**src/card_socket_irq_map.svh**
```systemverilog
// register map, field positions, reset values for the socket interrupt event block
// assumes: included by bare name from the design file
`ifndef CARD_SOCKET_IRQ_MAP_SVH
`define CARD_SOCKET_IRQ_MAP_SVH

// -----------------------------------------------------------------------------
// register offsets
// -----------------------------------------------------------------------------
`define CHANGE_FLAGS_OFFSET     8'h04
`define CHANGE_MASKS_OFFSET     8'h05
`define CARD_CONTROL_OFFSET     8'h91

// -----------------------------------------------------------------------------
// field positions
// -----------------------------------------------------------------------------
`define FLAG_BATTERY_ONE_BIT    0
`define FLAG_BATTERY_TWO_BIT    1
`define FLAG_READY_BIT          2
`define FLAG_POWER_DONE_BIT     3
`define FLAG_DETECT_BIT         4
`define CTL_FUNC_FLAG_BIT       0
`define CTL_SPARE_BIT           7
`define SOCK_STATUS_BIT         0
`define SOCK_DETECT_ONE_BIT     1
`define SOCK_DETECT_TWO_BIT     2
`define SOCK_POWER_DONE_BIT     3

// -----------------------------------------------------------------------------
// reset values and widths
// -----------------------------------------------------------------------------
`define LEGACY_FLAG_WIDTH       5
`define CHANGE_FLAGS_RESET      5'h00
`define CHANGE_MASKS_RESET      8'h00
`define SOCK_EVENT_RESET        4'h0
`define READ_DATA_RESET         8'h00
`define TERMINAL_COUNT          7

`endif

```
**src/card_socket_irq_pkg.sv**
```systemverilog
// types shared by the socket interrupt event block
// assumes: the map header is compiled alongside
package card_socket_irq_pkg;

	// -------------------------------------------------------------------------
	// card type reported by the socket interrogation logic
	// -------------------------------------------------------------------------
	typedef enum logic [1:0] {
		CARD_NONE,
		CARD_MEM16,
		CARD_IO16,
		CARD_CARDBUS
	} card_type_type;

	// -------------------------------------------------------------------------
	// signalling scheme for terminals 1..6
	// -------------------------------------------------------------------------
	typedef enum logic {
		SCHEME_PARALLEL,
		SCHEME_SERIAL
	} irq_scheme_type;

endpackage : card_socket_irq_pkg

```
**src/card_socket_interrupt_events.sv**
```systemverilog
// socket interrupt event detection, flags, masks and terminal routing
// assumes: socket pins and card type are synchronous to clk_in; the register
// port is a simple strobe port sampled on clk_in; serial framing happens outside
//
// Behaviour
// - status-change and functional sources handled separately
// - memory card: battery pin edges flag bits 1,0
// - memory card: ready pin edge flags bit 2
// - io card: status-change assertion flags bit 0
// - io card: irq pin sets 91h bit 0
// - cardbus: status-change assertion sets socket event 0
// - cardbus: irq pin sets 91h bit 0
// - power-up done sets bit 3, masked
// - card-detect edges set socket events 2,1
// - insertion/removal seen for any card type
// - no functional interrupts for memory cards
// - shared pins interpreted by card type
// - all signalling through seven multifunction terminals
// - parallel pci with parallel or serial irq
// - legacy flags cleared on read or write-one
// - socket event cleared by writing one
`timescale 1ns/100ps
`include "card_socket_irq_map.svh"

module card_socket_interrupt_events (
	// clock and reset
	input  wire                                 clk_in,
	input  wire                                 rst_in,
	// socket pins and card state
	input  card_socket_irq_pkg::card_type_type  card_type_in,
	input  wire                                 battery_detect_one_in,
	input  wire                                 battery_detect_two_in,
	input  wire                                 ready_pin_in,
	input  wire                                 card_detect_one_in,
	input  wire                                 card_detect_two_in,
	input  wire                                 power_up_done_in,
	// register port
	input  wire  [7:0]                          reg_addr_in,
	input  wire                                 reg_write_in,
	input  wire                                 reg_read_in,
	input  wire  [7:0]                          reg_wdata_in,
	output logic [7:0]                          reg_rdata_out,
	// socket register bits and global control
	input  wire  [3:0]                          socket_mask_in,
	input  wire  [3:0]                          socket_event_clear_in,
	output logic [3:0]                          socket_event_out,
	input  wire                                 flag_clear_method_in,
	// terminal routing
	input  wire                                 pci_intr_enable_in,
	input  card_socket_irq_pkg::irq_scheme_type irq_scheme_in,
	input  wire  [2:0]                          csc_route_in,
	input  wire  [2:0]                          func_route_in,
	// multifunction terminals and status-change event
	output logic [6:0]                          multifunction_outputs_out,
	output logic [6:0]                          multifunction_oe_out,
	output logic                                status_change_event_out
);

	// -------------------------------------------------------------------------
	// state
	// -------------------------------------------------------------------------
	logic [4:0] flags_reg, flags_next;
	logic [7:0] masks_reg, masks_next;
	logic       ctl_spare_reg, ctl_spare_next;
	logic       func_flag_reg, func_flag_next;
	logic [3:0] sock_event_reg, sock_event_next;
	logic [4:0] pin_prev_reg, pin_prev_next;
	logic       primed_reg, primed_next;
	logic [7:0] rdata_reg, rdata_next;
	logic [6:0] mf_out_reg, mf_out_next;
	logic [6:0] mf_oe_reg, mf_oe_next;
	logic       csc_reg, csc_next;

	// -------------------------------------------------------------------------
	// pin interpretation
	// -------------------------------------------------------------------------
	logic       is_mem, is_io, is_cb;
	logic [4:0] pins_now, pin_edge;
	logic       card_status_change_pin, cb_status_change_pin;
	logic       io_card_irq_pin, cb_irq_pin;
	logic       detect_edge;
	logic [4:0] flag_set;
	logic [3:0] sock_set;
	logic       csc_req, func_req;

	function automatic logic [6:0] route_onehot(input logic [2:0] sel, input logic req);
		route_onehot = 7'h00;
		if (sel != 3'h0 && sel < 3'h7) begin
			route_onehot[sel] = req;
		end
	endfunction : route_onehot

	// one shared pin has three meanings; card type picks which applies
	assign is_mem = (card_type_in == card_socket_irq_pkg::CARD_MEM16);
	assign is_io  = (card_type_in == card_socket_irq_pkg::CARD_IO16);
	assign is_cb  = (card_type_in == card_socket_irq_pkg::CARD_CARDBUS);
	assign card_status_change_pin = is_io & ~battery_detect_one_in;     // active low on io cards
	assign cb_status_change_pin   = is_cb &  battery_detect_one_in;     // active high on cardbus
	assign io_card_irq_pin        = is_io & ~ready_pin_in;
	assign cb_irq_pin             = is_cb & ~ready_pin_in;
	assign pins_now = {card_detect_two_in, card_detect_one_in, ready_pin_in,
		battery_detect_two_in, battery_detect_one_in};
	// the first cycle after reset has no history, so no edge is reported then
	assign pin_edge = primed_reg ? (pins_now ^ pin_prev_reg) : 5'h00;
	assign detect_edge = pin_edge[3] | pin_edge[4];

	// event sources; detect edges are taken whatever card is present
	always_comb begin
		flag_set = 5'h00;
		sock_set = 4'h0;
		flag_set[`FLAG_BATTERY_ONE_BIT] = is_mem & pin_edge[0];
		flag_set[`FLAG_BATTERY_TWO_BIT] = is_mem & pin_edge[1];
		flag_set[`FLAG_READY_BIT]       = is_mem & pin_edge[2];
		// active low on io cards: only the fall from the released level counts, not a held low
		if (card_status_change_pin && pin_prev_reg[0] && primed_reg) begin
			flag_set[`FLAG_BATTERY_ONE_BIT] = 1'b1;
		end
		flag_set[`FLAG_POWER_DONE_BIT]  = power_up_done_in & (is_mem | is_io);
		flag_set[`FLAG_DETECT_BIT]      = detect_edge;
		sock_set[`SOCK_STATUS_BIT]      = cb_status_change_pin & ~pin_prev_reg[0] & primed_reg;
		sock_set[`SOCK_DETECT_ONE_BIT]  = pin_edge[3];
		sock_set[`SOCK_DETECT_TWO_BIT]  = pin_edge[4];
		sock_set[`SOCK_POWER_DONE_BIT]  = power_up_done_in & is_cb;
	end

	// -------------------------------------------------------------------------
	// flags, masks and register port
	// -------------------------------------------------------------------------
	// sets always beat a clear in the same cycle so no event is dropped
	always_comb begin
		logic rd_flags, wr_flags;
		rd_flags = reg_read_in  && (reg_addr_in == `CHANGE_FLAGS_OFFSET);
		wr_flags = reg_write_in && (reg_addr_in == `CHANGE_FLAGS_OFFSET);
		flags_next = flags_reg;
		if (rd_flags && !flag_clear_method_in) begin
			flags_next = 5'h00;
		end
		if (wr_flags && flag_clear_method_in) begin
			flags_next = flags_reg & ~reg_wdata_in[4:0];
		end
		flags_next = flags_next | flag_set;
		masks_next = masks_reg;
		ctl_spare_next = ctl_spare_reg;
		if (reg_write_in && reg_addr_in == `CHANGE_MASKS_OFFSET) begin
			masks_next = reg_wdata_in;
		end
		if (reg_write_in && reg_addr_in == `CARD_CONTROL_OFFSET) begin
			ctl_spare_next = reg_wdata_in[`CTL_SPARE_BIT];
		end
		// functional flag follows the card request; memory cards never raise it
		func_flag_next = io_card_irq_pin | cb_irq_pin;
		sock_event_next = (sock_event_reg & ~socket_event_clear_in) | sock_set;
		pin_prev_next = pins_now;
		primed_next = 1'b1;
		rdata_next = rdata_reg;
		if (reg_read_in) begin
			unique case (reg_addr_in)
				`CHANGE_FLAGS_OFFSET: rdata_next = {3'h0, flags_reg};
				`CHANGE_MASKS_OFFSET: rdata_next = masks_reg;
				`CARD_CONTROL_OFFSET: rdata_next = {ctl_spare_reg, 6'h00, func_flag_reg};
				default:              rdata_next = 8'h00;
			endcase
		end
	end

	// -------------------------------------------------------------------------
	// request generation and terminal routing
	// -------------------------------------------------------------------------
	// status change needs flag and enable; functional has no enable at all
	assign csc_req  = |(flags_reg & masks_reg[4:0]) | |(sock_event_reg & socket_mask_in);
	assign func_req = func_flag_reg;

	// terminal 0 is the open-drain pci line; 1..6 carry isa levels or the serial feed
	always_comb begin
		logic inta;
		inta = pci_intr_enable_in & (csc_req | (func_req && func_route_in == 3'h0));
		mf_out_next = 7'h00;
		mf_oe_next  = 7'h00;
		mf_oe_next[0] = inta;
		unique case (irq_scheme_in)
			card_socket_irq_pkg::SCHEME_PARALLEL: begin
				mf_out_next = route_onehot(csc_route_in, csc_req) |
					route_onehot(func_route_in, func_req);
				mf_oe_next = mf_oe_next | route_onehot(csc_route_in, 1'b1) |
					route_onehot(func_route_in, 1'b1);
			end
			card_socket_irq_pkg::SCHEME_SERIAL: begin
				// the serial framer samples terminal 6 as an active-low request level
				mf_out_next[6] = ~(csc_req | func_req);
				mf_oe_next[6]  = 1'b1;
			end
		endcase
		mf_out_next[0] = 1'b0;
		csc_next = csc_req;
	end

	// -------------------------------------------------------------------------
	// registers
	// -------------------------------------------------------------------------
	always_ff @(posedge clk_in or posedge rst_in) begin
		if (rst_in) begin
			flags_reg      <= `CHANGE_FLAGS_RESET;
			masks_reg      <= `CHANGE_MASKS_RESET;
			ctl_spare_reg  <= 1'b0;
			func_flag_reg  <= 1'b0;
			sock_event_reg <= `SOCK_EVENT_RESET;
			pin_prev_reg   <= 5'h00;
			primed_reg     <= 1'b0;
			rdata_reg      <= `READ_DATA_RESET;
			mf_out_reg     <= 7'h00;
			mf_oe_reg      <= 7'h00;
			csc_reg        <= 1'b0;
		end else begin
			flags_reg      <= flags_next;
			masks_reg      <= masks_next;
			ctl_spare_reg  <= ctl_spare_next;
			func_flag_reg  <= func_flag_next;
			sock_event_reg <= sock_event_next;
			pin_prev_reg   <= pin_prev_next;
			primed_reg     <= primed_next;
			rdata_reg      <= rdata_next;
			mf_out_reg     <= mf_out_next;
			mf_oe_reg      <= mf_oe_next;
			csc_reg        <= csc_next;
		end
	end

	assign reg_rdata_out             = rdata_reg;
	assign socket_event_out          = sock_event_reg;
	assign multifunction_outputs_out = mf_out_reg;
	assign multifunction_oe_out      = mf_oe_reg;
	assign status_change_event_out   = csc_reg;

	// -------------------------------------------------------------------------
	// assertions
	// -------------------------------------------------------------------------
	a_ready_edge_flag: assert property (@(posedge clk_in) disable iff (rst_in)
		is_mem && pin_edge[2] |=> flags_reg[`FLAG_READY_BIT])
		else $error("ready edge not flagged");
	a_battery_edge_flag: assert property (@(posedge clk_in) disable iff (rst_in)
		is_mem && pin_edge[1] |=> flags_reg[`FLAG_BATTERY_TWO_BIT])
		else $error("battery edge not flagged");
	a_io_status_flag: assert property (@(posedge clk_in) disable iff (rst_in)
		primed_reg && is_io && $fell(battery_detect_one_in) |=> flags_reg[`FLAG_BATTERY_ONE_BIT])
		else $error("io status change not flagged");
	a_mem_no_func: assert property (@(posedge clk_in) disable iff (rst_in)
		is_mem |=> !func_flag_reg)
		else $error("functional flag with memory card");
	a_func_follows: assert property (@(posedge clk_in) disable iff (rst_in)
		(is_io || is_cb) && !ready_pin_in |=> func_flag_reg)
		else $error("functional request not flagged");
	a_detect_any_card: assert property (@(posedge clk_in) disable iff (rst_in)
		detect_edge |=> sock_event_reg[2:1] != 2'b00 && flags_reg[`FLAG_DETECT_BIT])
		else $error("detect edge lost");
	a_power_done_cb: assert property (@(posedge clk_in) disable iff (rst_in)
		power_up_done_in && is_cb |=> sock_event_reg[`SOCK_POWER_DONE_BIT])
		else $error("power done not recorded");
	a_read_clear: assert property (@(posedge clk_in) disable iff (rst_in)
		reg_read_in && reg_addr_in == `CHANGE_FLAGS_OFFSET && !flag_clear_method_in && flag_set == 5'h00
		|=> flags_reg == 5'h00 && reg_rdata_out == {3'h0, $past(flags_reg)})
		else $error("read did not clear flags");
	a_event_w1c: assert property (@(posedge clk_in) disable iff (rst_in)
		socket_event_clear_in[0] && !sock_set[0] |=> !sock_event_reg[0])
		else $error("socket event not cleared");
	a_csc_gate: assert property (@(posedge clk_in) disable iff (rst_in)
		(masks_reg[4:0] == 5'h00 && socket_mask_in == 4'h0) |=> !status_change_event_out)
		else $error("masked status change reported");

endmodule : card_socket_interrupt_events

```
**config.mk**
```make
export PLATFORM = sky130hd
export DESIGN_NAME = card_socket_interrupt_events
export DESIGN_NICKNAME = d
export VERILOG_FILES = /design/src/card_socket_irq_pkg.sv /design/src/card_socket_interrupt_events.sv
export VERILOG_INCLUDE_DIRS = /design/src
export SDC_FILE = /design/constraint.sdc
export NUM_CORES = 1
export LEC_CHECK = 0
export BUFFER_PORTS_ARGS = -buffer_cell sky130_fd_sc_hd__buf_2
export CORE_AREA = 4 4 79 81
export DETAILED_ROUTE_END_ITERATION = 7
export DIE_AREA = 0 0 83 85
export PLACE_DENSITY_LB_ADDON = 0.15
export REMOVE_ABC_BUFFERS = 1
export SYNTH_ARGS = -nofsm -noshare
export SYNTH_HDL_FRONTEND = slang
export SYNTH_SLANG_ARGS = --single-unit
```
**constraint.sdc**
```tcl
create_clock -name clk_in -period 1.3 [get_ports clk_in]
set_input_delay 0.13 -clock clk_in [delete_from_list [all_inputs] [get_ports clk_in]]
set_output_delay 0.13 -clock clk_in [all_outputs]
set_load 0.05 [all_outputs]
```
Word level (Yosys, flattened, before mapping)
Cells that the tools add are included.

word-level totals
  word-level logic and storage cells = 100
  bits of input ports = 45
  register bits = 47
  output and inout bits = 27

cells by class
  bitwise operators = 37
  reductions and logical operators = 19
  magnitude comparators = 6
  muxes and demuxes = 21
  equal/unequal tests = 6

operator list
  kind                number
  $mux 7              8
  $pmux 8 s3          1
  $eq 8x3->1 const B  2
  $mux 5              3
  $and 7x7->7         2
  $or 7x7->7          2
  $logic_and 1x1->1   13
  $and 1x1->1         12
  $mux 6              2
  $and 5x5->5         2
  $and 4x4->4         2
  $eq 8x8->1 const B  1
  $lt 3x4->1 const B  2
  $or 1x7->7          1
  $demux 1 s3         2
  $ge 3x1->1 const B  2
  $lt 3x3->1 const B  2
  $or 1x1->1          6
  $reduce_bool 3->1   2
  $not 1->1           5
  $not 5->5           1
  $or 5x5->5          1
  $reduce_or 5->1     1
  $xor 5x5->5         1
  other kinds (9)     13

Longest topological paths before layout
  depth after elaboration = 9
  gate-level depth with buffers = 5
  depth with buffers taken out = 5

Worst setup path after synthesis
No wires, ideal clock.

  path type = register -> register
  start point = reg sock_event_reg[0] (netlist: socket_event_out[0])
  end point = reg mf_out_reg[6] (netlist: multifunction_outputs_out[6])
  period minus slack after synthesis = 1.625 ns
  library setup time = 0.104 ns
  cell stages (with the launch flop) = 6
  path buffers = 1
  slack = -0.325 ns
  required time = 1.196 ns
  arrival = 1.521 ns
  cells stage by stage = dfrtp_1 a22oi_1 and3_1 and2_1 clkbuf_1 o311ai_1

between the ends
  cells in the longest elaborated chain, start to end = 8
  elaborated cells on any way between the ends = 10
  classes of those cells = 3 x mux; 6 x bitwise; 1 x reduce/logical

RTL lines
  what                          line                                 source
  start, declared               card_socket_interrupt_events.sv:66   logic [3:0] sock_event_reg, sock_event_next;
  start signal, assigned        card_socket_interrupt_events.sv:206  sock_event_reg <= `SOCK_EVENT_RESET;
  start signal, assigned        card_socket_interrupt_events.sv:218  sock_event_reg <= sock_event_next;
  $and 4x4->4 *                 card_socket_interrupt_events.sv:170  assign csc_req = |(flags_reg & masks_reg[4:0]) | |(sock_event_reg & socket_mask_in);
  $reduce_or 4->1 *             card_socket_interrupt_events.sv:170
  $or 1x1->1 *                  card_socket_interrupt_events.sv:170
  $and 7x7->7 (no source line)  n/a
  $mux 7                        card_socket_interrupt_events.sv:88   if (sel != 3'h0 && sel < 3'h7) begin
  $mux 7                        card_socket_interrupt_events.sv:180  unique case (irq_scheme_in)
  $or 7x7->7                    card_socket_interrupt_events.sv:182  mf_out_next = route_onehot(csc_route_in, csc_req) |
  $pmux 1 s2 *                  card_socket_interrupt_events.sv:180
  named net mf_out_next[6]      card_socket_interrupt_events.sv:70   logic [6:0] mf_out_reg, mf_out_next;
  end signal, assigned          card_socket_interrupt_events.sv:222  mf_out_reg <= mf_out_next;
  end, declared                 card_socket_interrupt_events.sv:70

The timed path passes the listed nets; every way through them passes the cells marked *. The select of a mux whose other input is x is not followed.
A chain may end at the register's enable or synchronous reset.

Final worst setup path
  start point = reg masks_reg[1]
  end point = reg mf_out_reg[3] (netlist: multifunction_outputs_out[3])

between the ends
  cells in the longest elaborated chain, start to end = 8

RTL lines
  what                          line                                 source
  start, declared               card_socket_interrupt_events.sv:63   logic [7:0] masks_reg, masks_next;
  start signal, assigned        card_socket_interrupt_events.sv:203  masks_reg <= `CHANGE_MASKS_RESET;
  start signal, assigned        card_socket_interrupt_events.sv:215  masks_reg <= masks_next;
  $and 5x5->5                   card_socket_interrupt_events.sv:170
  $reduce_or 5->1               card_socket_interrupt_events.sv:170
  $or 1x1->1                    card_socket_interrupt_events.sv:170
  $and 7x7->7 (no source line)  n/a
  $mux 7                        card_socket_interrupt_events.sv:88
  $mux 7                        card_socket_interrupt_events.sv:180
  $or 7x7->7                    card_socket_interrupt_events.sv:182
  $mux 6                        card_socket_interrupt_events.sv:180
  named net mf_out_next[3]      card_socket_interrupt_events.sv:70

The timed path passes the listed nets, and every way through them passes these cells. The select of a mux whose other input is x is not followed.

==> impl_metrics.toml <==
[critical_path]
critical_path.max_stage_delay_ps = 390
timing.reg2reg.setup_slack_ps = -30
setup.worst_path.start_class = "register"
timing.reg2reg.worst_path_depth = 4
crit_required_ps = 1480
max_fanout_on_critical_path = 8
critPathCaptureType = "register"
crit_path_cell_trace = "a222oi_1, buf_4, and2_4, o32ai_1"
cp_data_arrival_time_ps = 1510
worstSetupPathType = "register to register"
timing.critical_path.slowest_stage_cell = "a222oi_1"

[final_layout]
area_growth_pct = 33.70
final_cell_mix = "buf_2 (70), dfrtp_1 (47), buf_4 (21), inv_1 (18), o21ai_0 (14)"
number_of_antenna_diodes = 0
design_area_final_um2 = 2919
drive_gt1_frac = 0.3953
finalNetCount = 343
layout_commonest_cell = "buf_2"
filler_cell_count = 538

[flow_run]
maxCapViolations = 0

[clock_tree]
clock-sinks = 47
cts_inserted_buffers = 5
clock_tree.buffer_depth = 2
tritoncts_clock_tree = "done"
insertion_delay_ps = 300
htree_num_levels = 2
clk_pin_slew_ps = 90
clock-root-buffer = "clkbuf_8"

[sta]
skew_ps = 11.34
timing_hold_violations_final = 0
period_share = 1.022
final.min_clock_period_ps = 1329
finalSetupViolations = 7
rsz0062_at_grt = "true"
slew_viol_final = 0
final.setup.worst_slack_ps = -28.63
max_freq_mhz = 752.7

[logic_synthesis]
synth_area_per_cell_um2 = 10.97
synth-seq-area-share = 0.5387
ys_dominant_reg_cell = "dfrtp_1"
synth-seq-cells = 47
number_of_enable_type_register_cells_in_the_synthesized_netlist = 0
post_synth_inst_count = 199
ys_async_sr_fraction = 1.000
synthesis.yosys.warnings = 0
number_of_library_cell_types_mapped_by_synthesis = 41
synth_area_um2 = 2183

[floorplanning]
placementRows = 27
chipHeight_um = 85
top_level_ports = 72
initial_core_util = 0.3989
die-area_um2 = 7055
die-width_um = 83
fp.coreArea_um2 = 5473

[power]
vdd_ir_drop_max_uv = 698.2
leakage_uw = 0.001464
power_density_nw_per_um2 = 1058

[routing]
drt_drc_violations_left = 0
drt-total-wl_um = 5044
ant_nets = 0
detailedRoute.firstIterationViolations = 85
total_number_of_vias = 1740
avgViaCountPerCell = 4.728
detailed_route_wire_length_per_cell_um = 13.71
firstDrtPassIters = 6

[placement]
detailed_place_hpwl_um = 3870
io_buffers = 70
place_ws_ps = -203.6
gp_congestion = 0.8356
detailed_place.area_um2 = 2748

[grt]
antenna_found_initial = 0
grt_use_total = 0.1454
first_global_vias = 1720
first_pass_grt_wire_length_um = 8293
grt_start_max_net_pins = 48
grt_overflow = 0

[worst_hold_path]
worst_hold_path_type = "input pin to register"
hold-path-cell-count = 2

[run_status]
run_status = "complete, but fails checks"
failed_checks = "negative setup slack"
==> worst max-delay path, delay by kind of cell (launching register included) <==
| family | cells | cell delay (ps) |
|---|---|---|
| compound gates | 2 | 480 |
| simple gates | 1 | 180 |
| flops | 1 | 380 |
| buf+inv | 1 | 180 |
==> layout make-up <==
type	instances	area, µm²	area share
Sequential cell	47	1176	0.4029
Tap cell	72	90.09	0.03086
Inverter	19	71.32	0.02443
Clock inverter	3	25.02	0.008573
Timing Repair Buffer	98	588.1	0.2015
Clock buffer	5	68.82	0.02357
Multi-Input combinational cell	124	899.6	0.3082
==> report_power, final <==
| group | switching (µW) | internal, µW |
|---|---|---|
| sequential | 34.0 | 1530 |
| clock | 507 | 385 |
| combinational | 382 | 247 |
==> layer usage <==
metal,up-vias,global-route usage,wire length (µm)
li1,884,-,-
met1,797,0.1993,2424
met2,54,0.2274,2272
met3,5,0.04272,306
met4,0,0.03566,40
met5,-,0,0
==> stage by stage <==
| stage | setup TNS, ps | hold slack, ps | power [µW] | instances | util |
|---|---|---|---|---|---|
| 6_report | -119.4 | 14.59 | 3087 | 368 | 0.5334 |
| 5_1_grt | -763.8 | 1.045 | 3255 | 368 | 0.5334 |
| 4_1_cts | -361.5 | 7.657 | 3124 | 368 | 0.5334 |
| 3_5_place_dp | -1920 | 191.8 | 2204 | 353 | 0.5021 |
| 3_3_place_gp | -1817 | 189.3 | 2199 | 353 | 0.5021 |
| 2_1_floorplan | -1372 | 161.4 | 1931 | 190 | - |
==> what timing repair did <==
action,CTS,global route
pin swaps,2,0
endpoints found under the hold margin,52,0
setup buffers,1,0
hold buffers,6,0
endpoints found under the setup margin,8,8
resized for setup,3,0
==> cells by family (layout without fill, tap and decap cells) <==
group                    Yosys count  in the layout  share of synthesized area
AND/OR/NAND/NOR                   53             53                     0.1502
AO/OA/AOI/OAI                     47             47                     0.1330
flip-flops                        47             47                     0.5387
buffers and inverters             28            125                    0.05387
multiplexers                      14             14                    0.08367
XOR/XNOR                           5              5                    0.02006
adder cells (fa/ha/maj)            3              3                    0.01719
other                              2              2                   0.003440
==> path summary, 6_finish.rpt <==
| path | from | to |
|---|---|---|
| max | masks_reg[1]$_DFFE_PP0P_ | multifunction_outputs_out[3]$_DFF_PP0_ |
| min | socket_event_clear_in[0] | socket_event_out[0]$_DFF_PP0_ |
| max reg2reg | masks_reg[1]$_DFFE_PP0P_ | multifunction_outputs_out[3]$_DFF_PP0_ |
| min reg2reg | masks_reg[6]$_DFFE_PP0P_ | reg_rdata_out[6]$_DFFE_PP0P_ |
| max in group asynchronous | rst_in | socket_event_out[2]$_DFF_PP0_ |
| min in group asynchronous | rst_in | multifunction_oe_out[1]$_DFF_PP0_ |
==> synth_stat cells, drive strengths merged (2+ instances only) <==
cell type | count | area (µm²)
dfrtp | 47 | 1176
inv | 19 | 71.32
o21ai | 16 | 80.08
nand2 | 11 | 57.56
nor2 | 11 | 41.29
mux2 | 10 | 142.6
nand3 | 8 | 40.04
o22ai | 8 | 50.05
a21oi | 6 | 30.03
clkbuf | 6 | 22.52
a22oi | 5 | 37.54
a31oi | 5 | 31.28
mux2i | 4 | 40.04
nand3b | 4 | 30.03
nor2b | 4 | 25.02
buf | 3 | 23.77
ha | 3 | 37.54
nand2b | 3 | 18.77
nand4b | 3 | 26.28
xor2 | 3 | 26.28
and3 | 2 | 17.52
conb | 2 | 7.510
o32ai | 2 | 17.52
or3 | 2 | 12.51
xnor2 | 2 | 17.52
Power figures use the tool's default switching activity.
